===== src/hw/dps_pkg.sv =====
// package: states, register map, field positions and timing for the drive state block
package dps_pkg;
  // ===========================================================
  // register map (byte addresses, one aligned word each)
  localparam logic [11:0] CTRL_OFF = 12'h000; // control word
  localparam logic [11:0] STAT_OFF = 12'h004; // status word
  localparam logic [11:0] OPT_OFF = 12'h008; // option codes
  localparam logic [11:0] CAUSE_OFF = 12'h00C; // fault cause / clear
  // ===========================================================
  // control word bit positions
  localparam int CW_SO = 0; // switch on
  localparam int CW_EV = 1; // enable voltage
  localparam int CW_QS = 2; // quick stop, active low
  localparam int CW_EO = 3; // enable operation
  localparam int CW_FR = 7; // fault reset
  // ===========================================================
  // option register field positions
  localparam int OPT_ABORT_LSB = 0; // abort-connection code, 4 bits
  localparam int OPT_QSTOP_LSB = 8; // quick stop code, 4 bits
  localparam logic [3:0] ABORT_RST = 4'h1; // reset value
  localparam logic [3:0] QSTOP_RST = 4'h2; // reset value
  // ===========================================================
  // status register field positions
  localparam int ST_STATE_LSB = 0; // state code, 4 bits
  localparam int ST_DRIVE = 4; // drive functions on
  localparam int ST_RDY = 5; // servo ready
  localparam int ST_SPCLR = 6; // set-point clear pulse seen
  localparam int ST_QSRUN = 7; // quick stop function running
  localparam int ST_FRRUN = 8; // fault reaction running
  localparam int ST_RETR = 9; // retract running
  localparam int ST_CAUSE = 10; // fault cause latched
  // ===========================================================
  // timing
  localparam int CLK_MHZ = 100; // ref_clk rate
  localparam int INIT_US = 10; // self-diagnosis length
  localparam int INIT_CYC = INIT_US * CLK_MHZ; // cycles
  localparam int SERVO_MS = 100; // master wait after servo on
  localparam int SERVO_CYC = SERVO_MS * 1000 * CLK_MHZ; // cycles
  // ===========================================================
  typedef enum logic [3:0] {
    ST_START, ST_INIT, ST_SOD, ST_RDYSO, ST_SWON, ST_OPEN, ST_QSA,
    ST_FRA, ST_FAULT
  } dps_state_t;
  // decoded master command
  typedef struct packed {
    logic shutdown;
    logic switchOn;
    logic enableOp;
    logic disableVolt;
    logic quickStop;
    logic disableOp;
    logic faultReset;
  } dps_cmd_t;
  // condition inputs after synchronisation
  typedef struct packed {
    logic mainPower;
    logic safeTorqueOff;
    logic busDrop;
    logic errorSeen;
    logic retractTrig;
  } dps_cond_t;
endpackage


===== src/hw/dps_top.sv =====
// drive power state automaton with APB registers
// Functional notes
// - leave start state, self-diagnose after reset
// - enter switch-on-disabled when init completes
// - shutdown accepted only without safe torque off
// - servo ready and switch-on need main power
// - safe torque off forces switch-on-disabled from ready, switched-on, operation and quick stop
// - enable operation from switched-on enables drive, clears set-points
// - disable operation returns to switched-on
// - switched-on drops on shutdown or power off
// - ready/switched-on disable on voltage, qstop, bus, torque
// - shutdown in operation goes to ready; the code also requires main power on
// - operation disables on voltage, torque, abort code 2
// - quick stop on command or abort code 3
// - quick stop exits to switch-on-disabled, four cases
// - fault reaction on error, abort code 1, retract
// - fault reaction done leads to fault
// - fault reset only when no cause remains
// - enable operation resumes from quick stop codes 5-7
//
// The register offsets and register access over APB were decided locally.
`timescale 1ns/100ps
module dps_top import dps_pkg::*; #(
  parameter int INIT_CYCLES = INIT_CYC, // self-diagnosis length
  parameter int SERVO_WAIT = SERVO_CYC, // servo-on settle count
  parameter int QSTOP_CYCLES = 64, // quick stop deceleration length
  parameter int FREACT_CYCLES = 64 // fault deceleration length
) (
  input wire logic ref_clk,
  input wire logic arst_n,
  // apb slave
  input wire logic psel,
  input wire logic penable,
  input wire logic pwrite,
  input wire logic [11:0] paddr,
  input wire logic [31:0] pwdata,
  output logic [31:0] prdata,
  output logic pready,
  output logic pslverr,
  // asynchronous condition pins
  input wire logic mainPowerOn,
  input wire logic safeTorqueOff,
  input wire logic busStateDrop,
  input wire logic errorDetect,
  input wire logic retractTrigger,
  // drive side
  output logic driveEnable,
  output logic quickStopRun,
  output logic faultReactRun,
  output logic retractRun,
  output logic setpointClear,
  output logic servoReady,
  output logic servoSettled
);
  // ===========================================================
  // declarations
  dps_state_t stateQ; // automaton state
  dps_state_t stateD; // next state
  dps_cond_t cond; // synchronised pins
  dps_cmd_t cmd; // decoded control word
  logic [15:0] ctrlQ; // control word register
  logic ctrlNewQ; // control word written, one cycle
  logic [3:0] abortQ; // abort-connection option code
  logic [3:0] qstopQ; // quick stop option code
  logic causeQ; // sticky fault cause
  logic mainPowerQ; // power level one cycle ago
  logic powerOff; // falling edge of main power
  logic [31:0] cntQ; // shared timer for timed states
  logic timerDone; // current timed phase finished
  logic qsDoneQ; // quick stop deceleration finished
  logic retractQ; // fault reaction runs retract
  logic spClearQ; // set-point clear pulse
  logic [31:0] settleQ; // servo-on settle counter
  logic wrEn; // apb write strobe
  logic rdEn; // apb read strobe
  logic mapped; // address hits a register
  logic causeClr; // software clears fault cause
  // ===========================================================
  // input synchronisation
  dps_sync #(.WIDTH(5)) u_sync (
    .ref_clk(ref_clk),
    .arst_n(arst_n),
    .din({mainPowerOn, safeTorqueOff, busStateDrop, errorDetect,
          retractTrigger}),
    .dout(cond)
  );
  // command decoding
  dps_cmd_dec u_dec (
    .ctrlWord(ctrlQ),
    .cmd(cmd)
  );
  // ===========================================================
  // apb decode
  function automatic logic isMapped(input logic [11:0] a);
    isMapped = (a == CTRL_OFF) || (a == STAT_OFF) || (a == OPT_OFF) ||
               (a == CAUSE_OFF);
  endfunction
  assign pready = 1'b1; // zero wait states
  assign mapped = isMapped(paddr);
  assign pslverr = psel && penable && !mapped; // unmapped answer
  assign wrEn = psel && penable && pwrite && mapped;
  assign rdEn = psel && !penable && !pwrite; // setup cycle
  assign causeClr = wrEn && (paddr == CAUSE_OFF) && pwdata[0];
  // control and option registers
  always_ff @(posedge ref_clk or negedge arst_n) begin
    if (!arst_n) begin
      ctrlQ <= 16'h0000;
      ctrlNewQ <= 1'b0;
      abortQ <= ABORT_RST;
      qstopQ <= QSTOP_RST;
    end else begin
      ctrlNewQ <= wrEn && (paddr == CTRL_OFF);
      if (wrEn && (paddr == CTRL_OFF)) begin
        ctrlQ <= pwdata[15:0];
      end
      if (wrEn && (paddr == OPT_OFF)) begin
        abortQ <= pwdata[OPT_ABORT_LSB +: 4];
        qstopQ <= pwdata[OPT_QSTOP_LSB +: 4];
      end
    end
  end
  // read data, registered in the setup cycle so it stands at the access
  // edge; status is one cycle old then, harmless for a polling master
  always_ff @(posedge ref_clk or negedge arst_n) begin
    if (!arst_n) begin
      prdata <= 32'h0000_0000;
    end else if (rdEn) begin
      prdata <= 32'h0000_0000;
      case (paddr)
        CTRL_OFF: prdata[15:0] <= ctrlQ;
        STAT_OFF: begin
          prdata[ST_STATE_LSB +: 4] <= stateQ;
          prdata[ST_DRIVE] <= driveEnable;
          prdata[ST_RDY] <= servoReady;
          prdata[ST_SPCLR] <= spClearQ;
          prdata[ST_QSRUN] <= quickStopRun;
          prdata[ST_FRRUN] <= faultReactRun;
          prdata[ST_RETR] <= retractQ;
          prdata[ST_CAUSE] <= causeQ;
        end
        OPT_OFF: begin
          prdata[OPT_ABORT_LSB +: 4] <= abortQ;
          prdata[OPT_QSTOP_LSB +: 4] <= qstopQ;
        end
        CAUSE_OFF: prdata[0] <= causeQ;
        default: prdata <= 32'h0000_0000;
      endcase
    end
  end
  // ===========================================================
  // condition tracking
  assign powerOff = mainPowerQ && !cond.mainPower;
  always_ff @(posedge ref_clk or negedge arst_n) begin
    if (!arst_n) begin
      mainPowerQ <= 1'b0;
    end else begin
      mainPowerQ <= cond.mainPower;
    end
  end
  // sticky fault cause: a new error wins over a clear
  always_ff @(posedge ref_clk or negedge arst_n) begin
    if (!arst_n) begin
      causeQ <= 1'b0;
    end else if (cond.errorSeen) begin
      causeQ <= 1'b1;
    end else if (causeClr) begin
      causeQ <= 1'b0;
    end
  end
  // ===========================================================
  // timer for init, quick stop and fault reaction phases
  always_comb begin
    case (stateQ)
      ST_INIT: timerDone = (cntQ >= 32'(INIT_CYCLES - 1));
      ST_QSA: timerDone = (cntQ >= 32'(QSTOP_CYCLES - 1));
      ST_FRA: timerDone = (cntQ >= 32'(FREACT_CYCLES - 1));
      default: timerDone = 1'b0;
    endcase
  end
  always_ff @(posedge ref_clk or negedge arst_n) begin
    if (!arst_n) begin
      cntQ <= 32'h0000_0000;
    end else if (stateD != stateQ || timerDone) begin
      cntQ <= 32'h0000_0000; // restart per phase
    end else begin
      cntQ <= cntQ + 32'h0000_0001;
    end
  end
  // quick stop completion flag, held while in quick stop
  always_ff @(posedge ref_clk or negedge arst_n) begin
    if (!arst_n) begin
      qsDoneQ <= 1'b0;
    end else if (stateQ != ST_QSA) begin
      qsDoneQ <= 1'b0;
    end else if (timerDone) begin
      qsDoneQ <= 1'b1;
    end
  end
  // ===========================================================
  // next-state logic; commands act once per control word write
  always_comb begin
    stateD = stateQ;
    case (stateQ)
      ST_START: stateD = ST_INIT;
      ST_INIT: if (timerDone) stateD = ST_SOD;
      ST_SOD: begin
        if (ctrlNewQ && cmd.shutdown && !cond.safeTorqueOff) begin
          stateD = ST_RDYSO;
        end
      end
      ST_RDYSO: begin
        if (cond.safeTorqueOff || cond.busDrop ||
            (ctrlNewQ && (cmd.disableVolt || cmd.quickStop))) begin
          stateD = ST_SOD;
        end else if (ctrlNewQ && cmd.switchOn && cond.mainPower) begin
          stateD = ST_SWON;
        end
      end
      ST_SWON: begin
        if (cond.safeTorqueOff || cond.busDrop ||
            (ctrlNewQ && (cmd.disableVolt || cmd.quickStop))) begin
          stateD = ST_SOD;
        end else if (powerOff || !cond.mainPower ||
                     (ctrlNewQ && cmd.shutdown)) begin
          stateD = ST_RDYSO;
        end else if (ctrlNewQ && cmd.enableOp) begin
          stateD = ST_OPEN;
        end
      end
      ST_OPEN: begin
        if (cond.errorSeen || cond.retractTrig ||
            (powerOff && abortQ == 4'h1)) begin
          stateD = ST_FRA;
        end else if (cond.safeTorqueOff ||
                     (ctrlNewQ && cmd.disableVolt) ||
                     (powerOff && abortQ == 4'h2)) begin
          stateD = ST_SOD;
        end else if ((ctrlNewQ && cmd.quickStop) ||
                     (powerOff && abortQ == 4'h3)) begin
          stateD = ST_QSA;
        end else if (ctrlNewQ && cmd.shutdown && cond.mainPower) begin
          stateD = ST_RDYSO;
        end else if (ctrlNewQ && cmd.disableOp) begin
          stateD = ST_SWON;
        end
      end
      ST_QSA: begin
        if (cond.errorSeen || cond.retractTrig) begin
          stateD = ST_FRA;
        end else if (cond.safeTorqueOff || powerOff ||
                     (timerDone && qstopQ >= 4'h1 && qstopQ <= 4'h3) ||
                     (qsDoneQ && ctrlNewQ && cmd.disableVolt &&
                      qstopQ >= 4'h5 && qstopQ <= 4'h7)) begin
          stateD = ST_SOD;
        end else if (ctrlNewQ && cmd.enableOp &&
                     qstopQ >= 4'h5 && qstopQ <= 4'h7) begin
          stateD = ST_OPEN;
        end
      end
      ST_FRA: if (timerDone) stateD = ST_FAULT;
      ST_FAULT: begin
        if (ctrlNewQ && cmd.faultReset && !causeQ &&
            !cond.errorSeen) begin
          stateD = ST_SOD;
        end
      end
      default: stateD = ST_START;
    endcase
    // torque off overrides the ready-to-switch-on and switched-on states
    if (cond.safeTorqueOff && (stateQ == ST_RDYSO ||
        stateQ == ST_SWON)) begin
      stateD = ST_SOD;
    end
  end
  // state register
  always_ff @(posedge ref_clk or negedge arst_n) begin
    if (!arst_n) begin
      stateQ <= ST_START;
    end else begin
      stateQ <= stateD;
    end
  end
  // ===========================================================
  // drive outputs, registered from the next state
  always_ff @(posedge ref_clk or negedge arst_n) begin
    if (!arst_n) begin
      driveEnable <= 1'b0;
      quickStopRun <= 1'b0;
      faultReactRun <= 1'b0;
      spClearQ <= 1'b0;
    end else begin
      driveEnable <= (stateD == ST_OPEN) || (stateD == ST_QSA) ||
                     (stateD == ST_FRA);
      quickStopRun <= (stateD == ST_QSA) && !qsDoneQ;
      faultReactRun <= (stateD == ST_FRA);
      spClearQ <= (stateQ == ST_SWON) && (stateD == ST_OPEN);
    end
  end
  // retract flag for the fault reaction in progress
  always_ff @(posedge ref_clk or negedge arst_n) begin
    if (!arst_n) begin
      retractQ <= 1'b0;
    end else if (stateD != ST_FRA) begin
      retractQ <= 1'b0;
    end else if (stateQ != ST_FRA && cond.retractTrig) begin
      retractQ <= 1'b1;
    end
  end
  // servo ready follows main power while torque is on, outside start-up and fault
  always_ff @(posedge ref_clk or negedge arst_n) begin
    if (!arst_n) begin
      servoReady <= 1'b0;
    end else begin
      servoReady <= cond.mainPower && !cond.safeTorqueOff &&
                    stateQ != ST_START && stateQ != ST_INIT &&
                    stateQ != ST_FAULT && stateQ != ST_FRA;
    end
  end
  // settle indication: master may issue motion after this rises
  always_ff @(posedge ref_clk or negedge arst_n) begin
    if (!arst_n) begin
      settleQ <= 32'h0000_0000;
      servoSettled <= 1'b0;
    end else if (stateQ != ST_OPEN) begin
      settleQ <= 32'h0000_0000;
      servoSettled <= 1'b0;
    end else if (settleQ >= 32'(SERVO_WAIT - 1)) begin
      servoSettled <= 1'b1;
    end else begin
      settleQ <= settleQ + 32'h0000_0001;
    end
  end
  assign retractRun = retractQ;
  assign setpointClear = spClearQ;
endmodule


===== src/hw/dps_sync.sv =====
// three-flop synchroniser that accepts a change once stages two and three agree
`timescale 1ns/100ps
module dps_sync import dps_pkg::*; #(
  parameter int WIDTH = 5
) (
  input wire logic ref_clk,
  input wire logic arst_n,
  input wire logic [WIDTH-1:0] din,
  output logic [WIDTH-1:0] dout
);
  // ===========================================================
  // stages
  logic [WIDTH-1:0] s1Q; // first stage, read only by s2Q
  logic [WIDTH-1:0] s2Q; // second stage
  logic [WIDTH-1:0] s3Q; // third stage
  // shift chain
  always_ff @(posedge ref_clk or negedge arst_n) begin
    if (!arst_n) begin
      s1Q <= '0;
      s2Q <= '0;
      s3Q <= '0;
    end else begin
      s1Q <= din;
      s2Q <= s1Q;
      s3Q <= s2Q;
    end
  end
  // filter: output moves per bit only when two and three agree
  genvar i;
  generate
    for (i = 0; i < WIDTH; i++) begin : g_bit
      always_ff @(posedge ref_clk or negedge arst_n) begin
        if (!arst_n) begin
          dout[i] <= 1'b0;
        end else if (s2Q[i] == s3Q[i]) begin
          dout[i] <= s3Q[i];
        end
      end
    end
  endgenerate
endmodule


===== src/hw/dps_cmd_dec.sv =====
// decoder from the control word to drive commands
`timescale 1ns/100ps
module dps_cmd_dec import dps_pkg::*; (
  input wire logic [15:0] ctrlWord,
  output dps_cmd_t cmd
);
  // ===========================================================
  // command patterns on bits 7,3,2,1,0
  always_comb begin
    cmd = '0;
    if (ctrlWord[CW_FR]) begin
      cmd.faultReset = 1'b1; // fault reset dominates
    end else if (!ctrlWord[CW_EV]) begin
      cmd.disableVolt = 1'b1;
    end else if (!ctrlWord[CW_QS]) begin
      cmd.quickStop = 1'b1; // inverted sense bit
    end else if (!ctrlWord[CW_SO]) begin
      cmd.shutdown = 1'b1;
    end else if (ctrlWord[CW_EO]) begin
      cmd.enableOp = 1'b1;
    end else begin
      cmd.switchOn = 1'b1; // same code as disable operation
      cmd.disableOp = 1'b1;
    end
  end
endmodule


===== config.mk =====
export PLATFORM = sky130hd
export DESIGN_NAME = dps_top
export DESIGN_NICKNAME = d
export VERILOG_FILES = /design/src/hw/dps_pkg.sv /design/src/hw/dps_top.sv /design/src/hw/dps_sync.sv /design/src/hw/dps_cmd_dec.sv
export SDC_FILE = /design/constraint.sdc
export NUM_CORES = 1
export LEC_CHECK = 0
export BUFFER_PORTS_ARGS = -buffer_cell sky130_fd_sc_hd__buf_2
export CORE_MARGIN = 2
export CORE_UTILIZATION = 40
export CTS_BUF_LIST = sky130_fd_sc_hd__clkbuf_4 sky130_fd_sc_hd__clkbuf_8
export DETAILED_ROUTE_END_ITERATION = 12
export GPL_TIMING_DRIVEN = 0
export HOLD_SLACK_MARGIN = 0.08
export SYNTH_ARGS = -nofsm -noshare
export SYNTH_HDL_FRONTEND = slang
export SYNTH_HIERARCHICAL = 1
export SYNTH_SLANG_ARGS = --single-unit

===== constraint.sdc =====
create_clock -name ref_clk -period 3.2 [get_ports ref_clk]
set_input_delay 0.48 -clock ref_clk [delete_from_list [all_inputs] [get_ports ref_clk]]
set_output_delay 0.48 -clock ref_clk [all_outputs]
set_load 0.02 [all_outputs]

==> impl_metrics.toml, run 1 <==
[floorplanning]
start_util = 0.405
dieArea_sq_mm = 0.0185
die_h_um = 136
row_count = 48
core-area_sq_mm = 0.0172
die_w_um = 136
ios = 95

[cts]
cts_htree_levels = 4
cts.clk_slew.worst_paths_ns = 0.08
clockBufferDepth = 2
numCtsBuffers = 17
cts_sinks = 139
cts_tree = "yes"
clock_latency_ns = 0.44
clock-root-buffer = "clkbuf_8"

[min_path]
min_path_type = "input pin to register"
worstHoldStart = "safeTorqueOff"
holdPathEnd = "u_sync/s1Q[3]"
hold_depth = 1

[critical_path]
crit_chain = "nand4b_1 -> nor2_1 -> buf_4 -> nand3_1 -> nand2_1 -> o21ai_0 -> a211oi_1 -> o211ai_2 -> mux2i_2 -> clkbuf_2 -> nor4b_1"
cpLargestDelayFamily = "simple AND/OR/NAND/NOR gates"
worst-endpoint-arrival_ns = 3.20
end_kind = "register"
rr_worst_depth = 11
required_ns = 3.51
r2r_slack_ns = 0.32
critical_path_class = "register to register"
max_stage_delay_ns = 0.48
r2r_end = "cntQ[10]"
slowest_stage = "dfrtp_1"
crit_fanout = 10
path_buf_inv = 2
worstSetupStartpointType = "register"
worstReg2RegStart = "ctrlQ[7]"

[sta]
slew_violations = 0
setup_violations = 0
holdWs_ns = 0.146
period_share = 0.901
clock.fmax_ghz = 0.347
min_period_ns = 2.88
rsz0062_at_grt = "no"
hold_viol_final = 0
fin_tns_setup_ns = 0
slew_headroom = 0.502
tightest_slew_ns = 0.744
skew_ns = 0.00971

[cells_and_area]
nets = 831
regArea_sq_mm = 0.00348
diodes = 0
syn2layout_area_growth_pct = 16.2
multi_input_area_sq_mm = 0.00322
final_util = 0.471
nFillCells = 1676
drive_above_1_share = 0.230

[power]
leakagePower_nw = 3.56
power.internal_w = 0.00267
pwr-share-comb = 0.044
p_seq_frac = 0.525
peakVddDrop_v = 0.000318
p_per_area_mw_per_mm2 = 421
sw_frac_of_total = 0.217
pwr-share-clk = 0.431
p_sw_w = 0.000740

[yosys]
synth_most_common_cell = "dfrtp_1"
synthArstFlopShare = 1.00
synth_edf_count = 0
synth_ff_type = "dfrtp_1"
synthTopCellsByArea = "dfrtp_1 49%, xnor2_1 5.0%, mux2_2 4.4%, nor4b_1 4.0%, nand2_1 3.3%"
synth.avg_cell_area_sq_um = 10.3
synth_top_area_share = 0.492
ys_types = 68
syn_area_sq_mm = 0.00696
synth_seq_cells = 139
synth_top_area_cell = "dfrtp_1"
synth_commonest_cells = "137 x dfrtp_1, 61 x nand2_1, 59 x nor2_1, 40 x xnor2_1, 32 x nor4b_1"
yosysSeqAreaShare = 0.500
yosys_warnings = 6
synthCells = 677

[global_route]
track_usage = 0.180
grt_pass1_wl_um = 26300
grt_max_degree = 76
grt_pass1_vias = 5303
grt_antenna_before_repair = 0
grt_overflow = 0

[route]
final_antenna_net_count = 0
dr.first_iter.drc_count = 325
drtPass1Iterations = 5
wl_um = 15800
vias = 5375
drt-wirelength-per-cell_um = 15.6
viasPerCell = 5.32
drc = 0

[status]
outcome = "finished clean"

[placed_design]
place_congestion = 0.910
post-dp-hpwl_um = 11500
io_buffers = 60

[job]
max_cap_violations = 0
==> per-stage QoR <==
step	total power [W]	instances	setup WS (ns)	area (sq um)
floorplan	0.00189	692	0.827	7020
CTS	0.00346	1009	0.110	8050
detailed placement	0.00197	978	0.118	7630
finish	0.00341	1011	0.316	8090
global route	0.00356	1011	0.0274	8090
global placement	0.00196	977	-0.153	7600
==> layout make-up <==
class                           count  share of cell area
Clock inverter                      8              0.0145
Tap cell                          225              0.0348
Sequential cell                   139               0.430
Clock buffer                       22              0.0359
Buffer                             51              0.0354
Inverter                           15             0.00696
Multi-Input combinational cell    487               0.398
Timing Repair Buffer               64              0.0444
==> kinds of logic after synthesis <==
logic type / after synthesis / synth area share
compound gates: 86 / 0.0818
xor+xnor: 47 / 0.0591
fa+ha+maj: 7 / 0.0117
buf+inv: 66 / 0.0487
flops: 139 / 0.500
mux: 37 / 0.0598
other cells: 2 / 0.00108
simple gates: 293 / 0.238
==> power groups by stage <==
stage / registers, W / clock network [W] / logic, W
after floorplan: 0.00182 / 0 / 0.0000754
after global placement: 0.00182 / 0 / 0.000143
after detailed placement: 0.00182 / 0 / 0.000152
after CTS: 0.00179 / 0.00152 / 0.000153
after global routing: 0.00179 / 0.00160 / 0.000169
final: 0.00179 / 0.00147 / 0.000151
==> repair_timing <==
action                     in CTS  in global routing
hold buffers                    1                  0
buffers inserted                0                  2
setup endpoints to repair       0                 31
gates resized for setup         0                  9
hold endpoints to repair       63                  0
==> state kept, by name, summed over array words and instances, names as in the netlist, 4 cells and up <==
| register | cells |
|---|---|
| abortQ | 4 |
| cntQ | 32 |
| ctrlQ | 16 |
| prdata | 16 |
| qstopQ | 4 |
| settleQ | 32 |
| stateQ | 4 |
| u_sync/dout | 5 |
| u_sync/s1Q | 5 |
| u_sync/s2Q | 5 |
| u_sync/s3Q | 5 |
==> how the worst max path moves through the flow <==
stage	start	endpoint	cells after the start
after floorplan	settleQ[0]	settleQ[13]	11
after global placement	arst_n	cntQ[21]	1
after detailed placement	stateQ[0]	cntQ[12]	8
after CTS	stateQ[0]	cntQ[12]	8
after global routing	ctrlQ[7]	cntQ[10]	9
final	ctrlQ[7]	cntQ[10]	11
==> cell usage in the layout, fill, tap and decap left out, drive strengths merged, types with 5 or more instances in the layout <==
cell type / instances
nand2: 61
nand4: 10
nor3: 22
mux2i: 9
or3: 7
xnor2: 40
clkbuf: 42
a21oi: 14
mux2: 27
nor2: 59
nor2b: 7
and3: 7
nor4b: 32
a211oi: 7
nand3: 29
o21ai: 30
a22o: 10
conb: 17
dfrtp: 137
buf: 94
xor2: 7
inv: 15
nor4: 21
maj3: 5
and2: 10
==> layer usage <==
metal	track usage	vias to the layer above	share of wire
met5	0	-	0
met4	0.0532	0	0.010
met3	0.0410	11	0.044
met2	0.289	141	0.48
met1	0.244	2649	0.47
li1	-	2574	-
Power figures use the tool's default switching activity.
==> run 2: changes to the inputs <==
clock period = 3.03 ns   (was 3.2 ns; I/O delays follow)
==> run 2 against run 1 <==
  * Wire length up 0.85%
  * Non-clock buffer count is 1 higher
  * Clock-buffer cell count unchanged
  * Register-to-register slack got worse by 0.13 ns
  * Total power increased by 5.7%
  * Hold slack got worse by 0.027 ns
  * Critical path type unchanged
==> impl_metrics.toml, run 2 (synthesis results as in run 1) <==
[global_route]
grt_antenna_before_repair = 0
grt_pass1_wl_um = 26400
grt_pass1_vias = 5326
grt_max_degree = 76
grt_overflow = 0
track_usage = 0.180

[cts]
cts_tree = "yes"
clock-root-buffer = "clkbuf_8"
numCtsBuffers = 17
cts.clk_slew.worst_paths_ns = 0.08
clockBufferDepth = 2
cts_sinks = 139
cts_htree_levels = 4
clock_latency_ns = 0.44

[power]
peakVddDrop_v = 0.000329
leakagePower_nw = 3.59
p_per_area_mw_per_mm2 = 441

[route]
drt-wirelength-per-cell_um = 15.8
final_antenna_net_count = 0
wl_um = 16000
drc = 0
drtPass1Iterations = 7
dr.first_iter.drc_count = 315
vias = 5425
viasPerCell = 5.36

[critical_path]
crit_fanout = 10
worst-endpoint-arrival_ns = 3.17
max_stage_delay_ns = 0.49
crit_chain = "nand4b_1 -> nor2_2 -> buf_4 -> nand3_1 -> nand2_1 -> o21ai_0 -> a211oi_1 -> o211ai_2 -> mux2i_2 -> clkbuf_2 -> nor4b_1"
worstSetupStartpointType = "register"
path_buf_inv = 2
critical_path_class = "register to register"
cpLargestDelayFamily = "simple AND/OR/NAND/NOR gates"
required_ns = 3.35
end_kind = "register"
slowest_stage = "dfrtp_1"

[sta]
rsz0062_at_grt = "yes"
skew_ns = 0.00898
hold_viol_final = 0
clock.fmax_ghz = 0.351
min_period_ns = 2.85
tightest_slew_ns = 0.746
slew_violations = 0
period_share = 0.939
slew_headroom = 0.501
fin_tns_setup_ns = 0
setup_violations = 0

[placed_design]
post-dp-hpwl_um = 11500
dpl-instance-area_sq_mm = 0.00763
place_congestion = 0.910
io_buffers = 60

[floorplanning]
row_count = 48
dieArea_sq_mm = 0.0185
ios = 95
core-area_sq_mm = 0.0172
die_h_um = 136
start_util = 0.405
die_w_um = 136

[cells_and_area]
diodes = 0
syn2layout_area_growth_pct = 17.1
layout_commonest_cell = "dfrtp_1"
drive_above_1_share = 0.243
final_cell_mix = "137 x dfrtp_1, 71 x buf_2, 61 x nand2_1"
nets = 832
top_regs = "cntQ x32, settleQ x32"
fin_area_sq_mm = 0.00816

[min_path]
min_path_type = "input pin to register"

[status]
outcome = "finished clean"

[job]
max_cap_violations = 0
==> run 2: cell count changes in the layout (fill, tap and decap cells not counted), sizes merged <==
| cell | change |
|---|---|
| buf | +2 |
| clkbuf | -2 |
| dlygate4sd3 | +1 |
==> run 2: path summary, 6_finish.rpt <==
kind	start	to	slack, ns	cells past startpoint
worst min register to register	u_sync/s1Q[3]	u_sync/s2Q[3]	0.36	0
max in group asynchronous	arst_n	abortQ[0]	1.65	3
worst max register to register	ctrlQ[7]	cntQ[3]	0.18	11
min in group asynchronous	arst_n	ctrlQ[15]	0.58	2
worst min-delay path	safeTorqueOff	u_sync/s1Q[3]	0.12	1
worst max-delay path	ctrlQ[7]	cntQ[3]	0.18	11
==> run 2: layout make-up <==
cell class | count | area [sq um]
Fill cell | 1674 | 9020
Timing Repair Buffer | 65 | 369
Sequential cell | 139 | 3480
Tap cell | 225 | 282
Buffer | 51 | 287
Clock inverter | 8 | 118
Clock buffer | 22 | 290
Inverter | 15 | 56.3
Multi-Input combinational cell | 487 | 3270
==> run 2: metrics by stage <==
stage	util	instances	setup WS (ns)	hold WS (ns)	total power, W
after floorplan	-	692	0.657	0.159	0.00200
after global placement	0.443	977	-0.298	0.341	0.00207
after detailed placement	0.444	978	-0.0520	0.336	0.00208
after CTS	0.470	1011	0.0311	0.0910	0.00365
after global routing	0.475	1012	-0.0152	0.0859	0.00376
final	0.475	1012	0.185	0.119	0.00360
==> run 2: power by group <==
part | internal (W) | switching (W) | total [W]
Sequential | 0.00187 | 0.0000140 | 0.00189
Clock | 0.000883 | 0.000669 | 0.00155
Combinational | 0.0000607 | 0.0000998 | 0.000160
Total | 0.00282 | 0.000783 | 0.00360
==> run 2: worst register-to-register path, delay by kind of cell, from the launching register on <==
kind,cells,cell delay [ns]
AOI/OAI and AO/OA,3,0.61
and+or+nand+nor,5,1.03
buffers and inverters,2,0.36
muxes,1,0.25
DFF,1,0.49
==> run 2: repair_timing <==
item                                    in CTS  in global routing
endpoints found under the setup margin      14                 31
resized for setup                            1                 21
buffers inserted                             2                  0
hold buffers                                 1                  1
pin swaps                                    1                  0
hold endpoints to repair                    63                  1
==> run 2: per-layer routing <==
layer / global-route usage / up-vias / routed length, um
met5: 0 / - / 0
met3: 0.0410 / 15 / 634
met1: 0.244 / 2701 / 7410
met4: 0.0509 / 0 / 179
met2: 0.291 / 134 / 7730
li1: - / 2575 / -
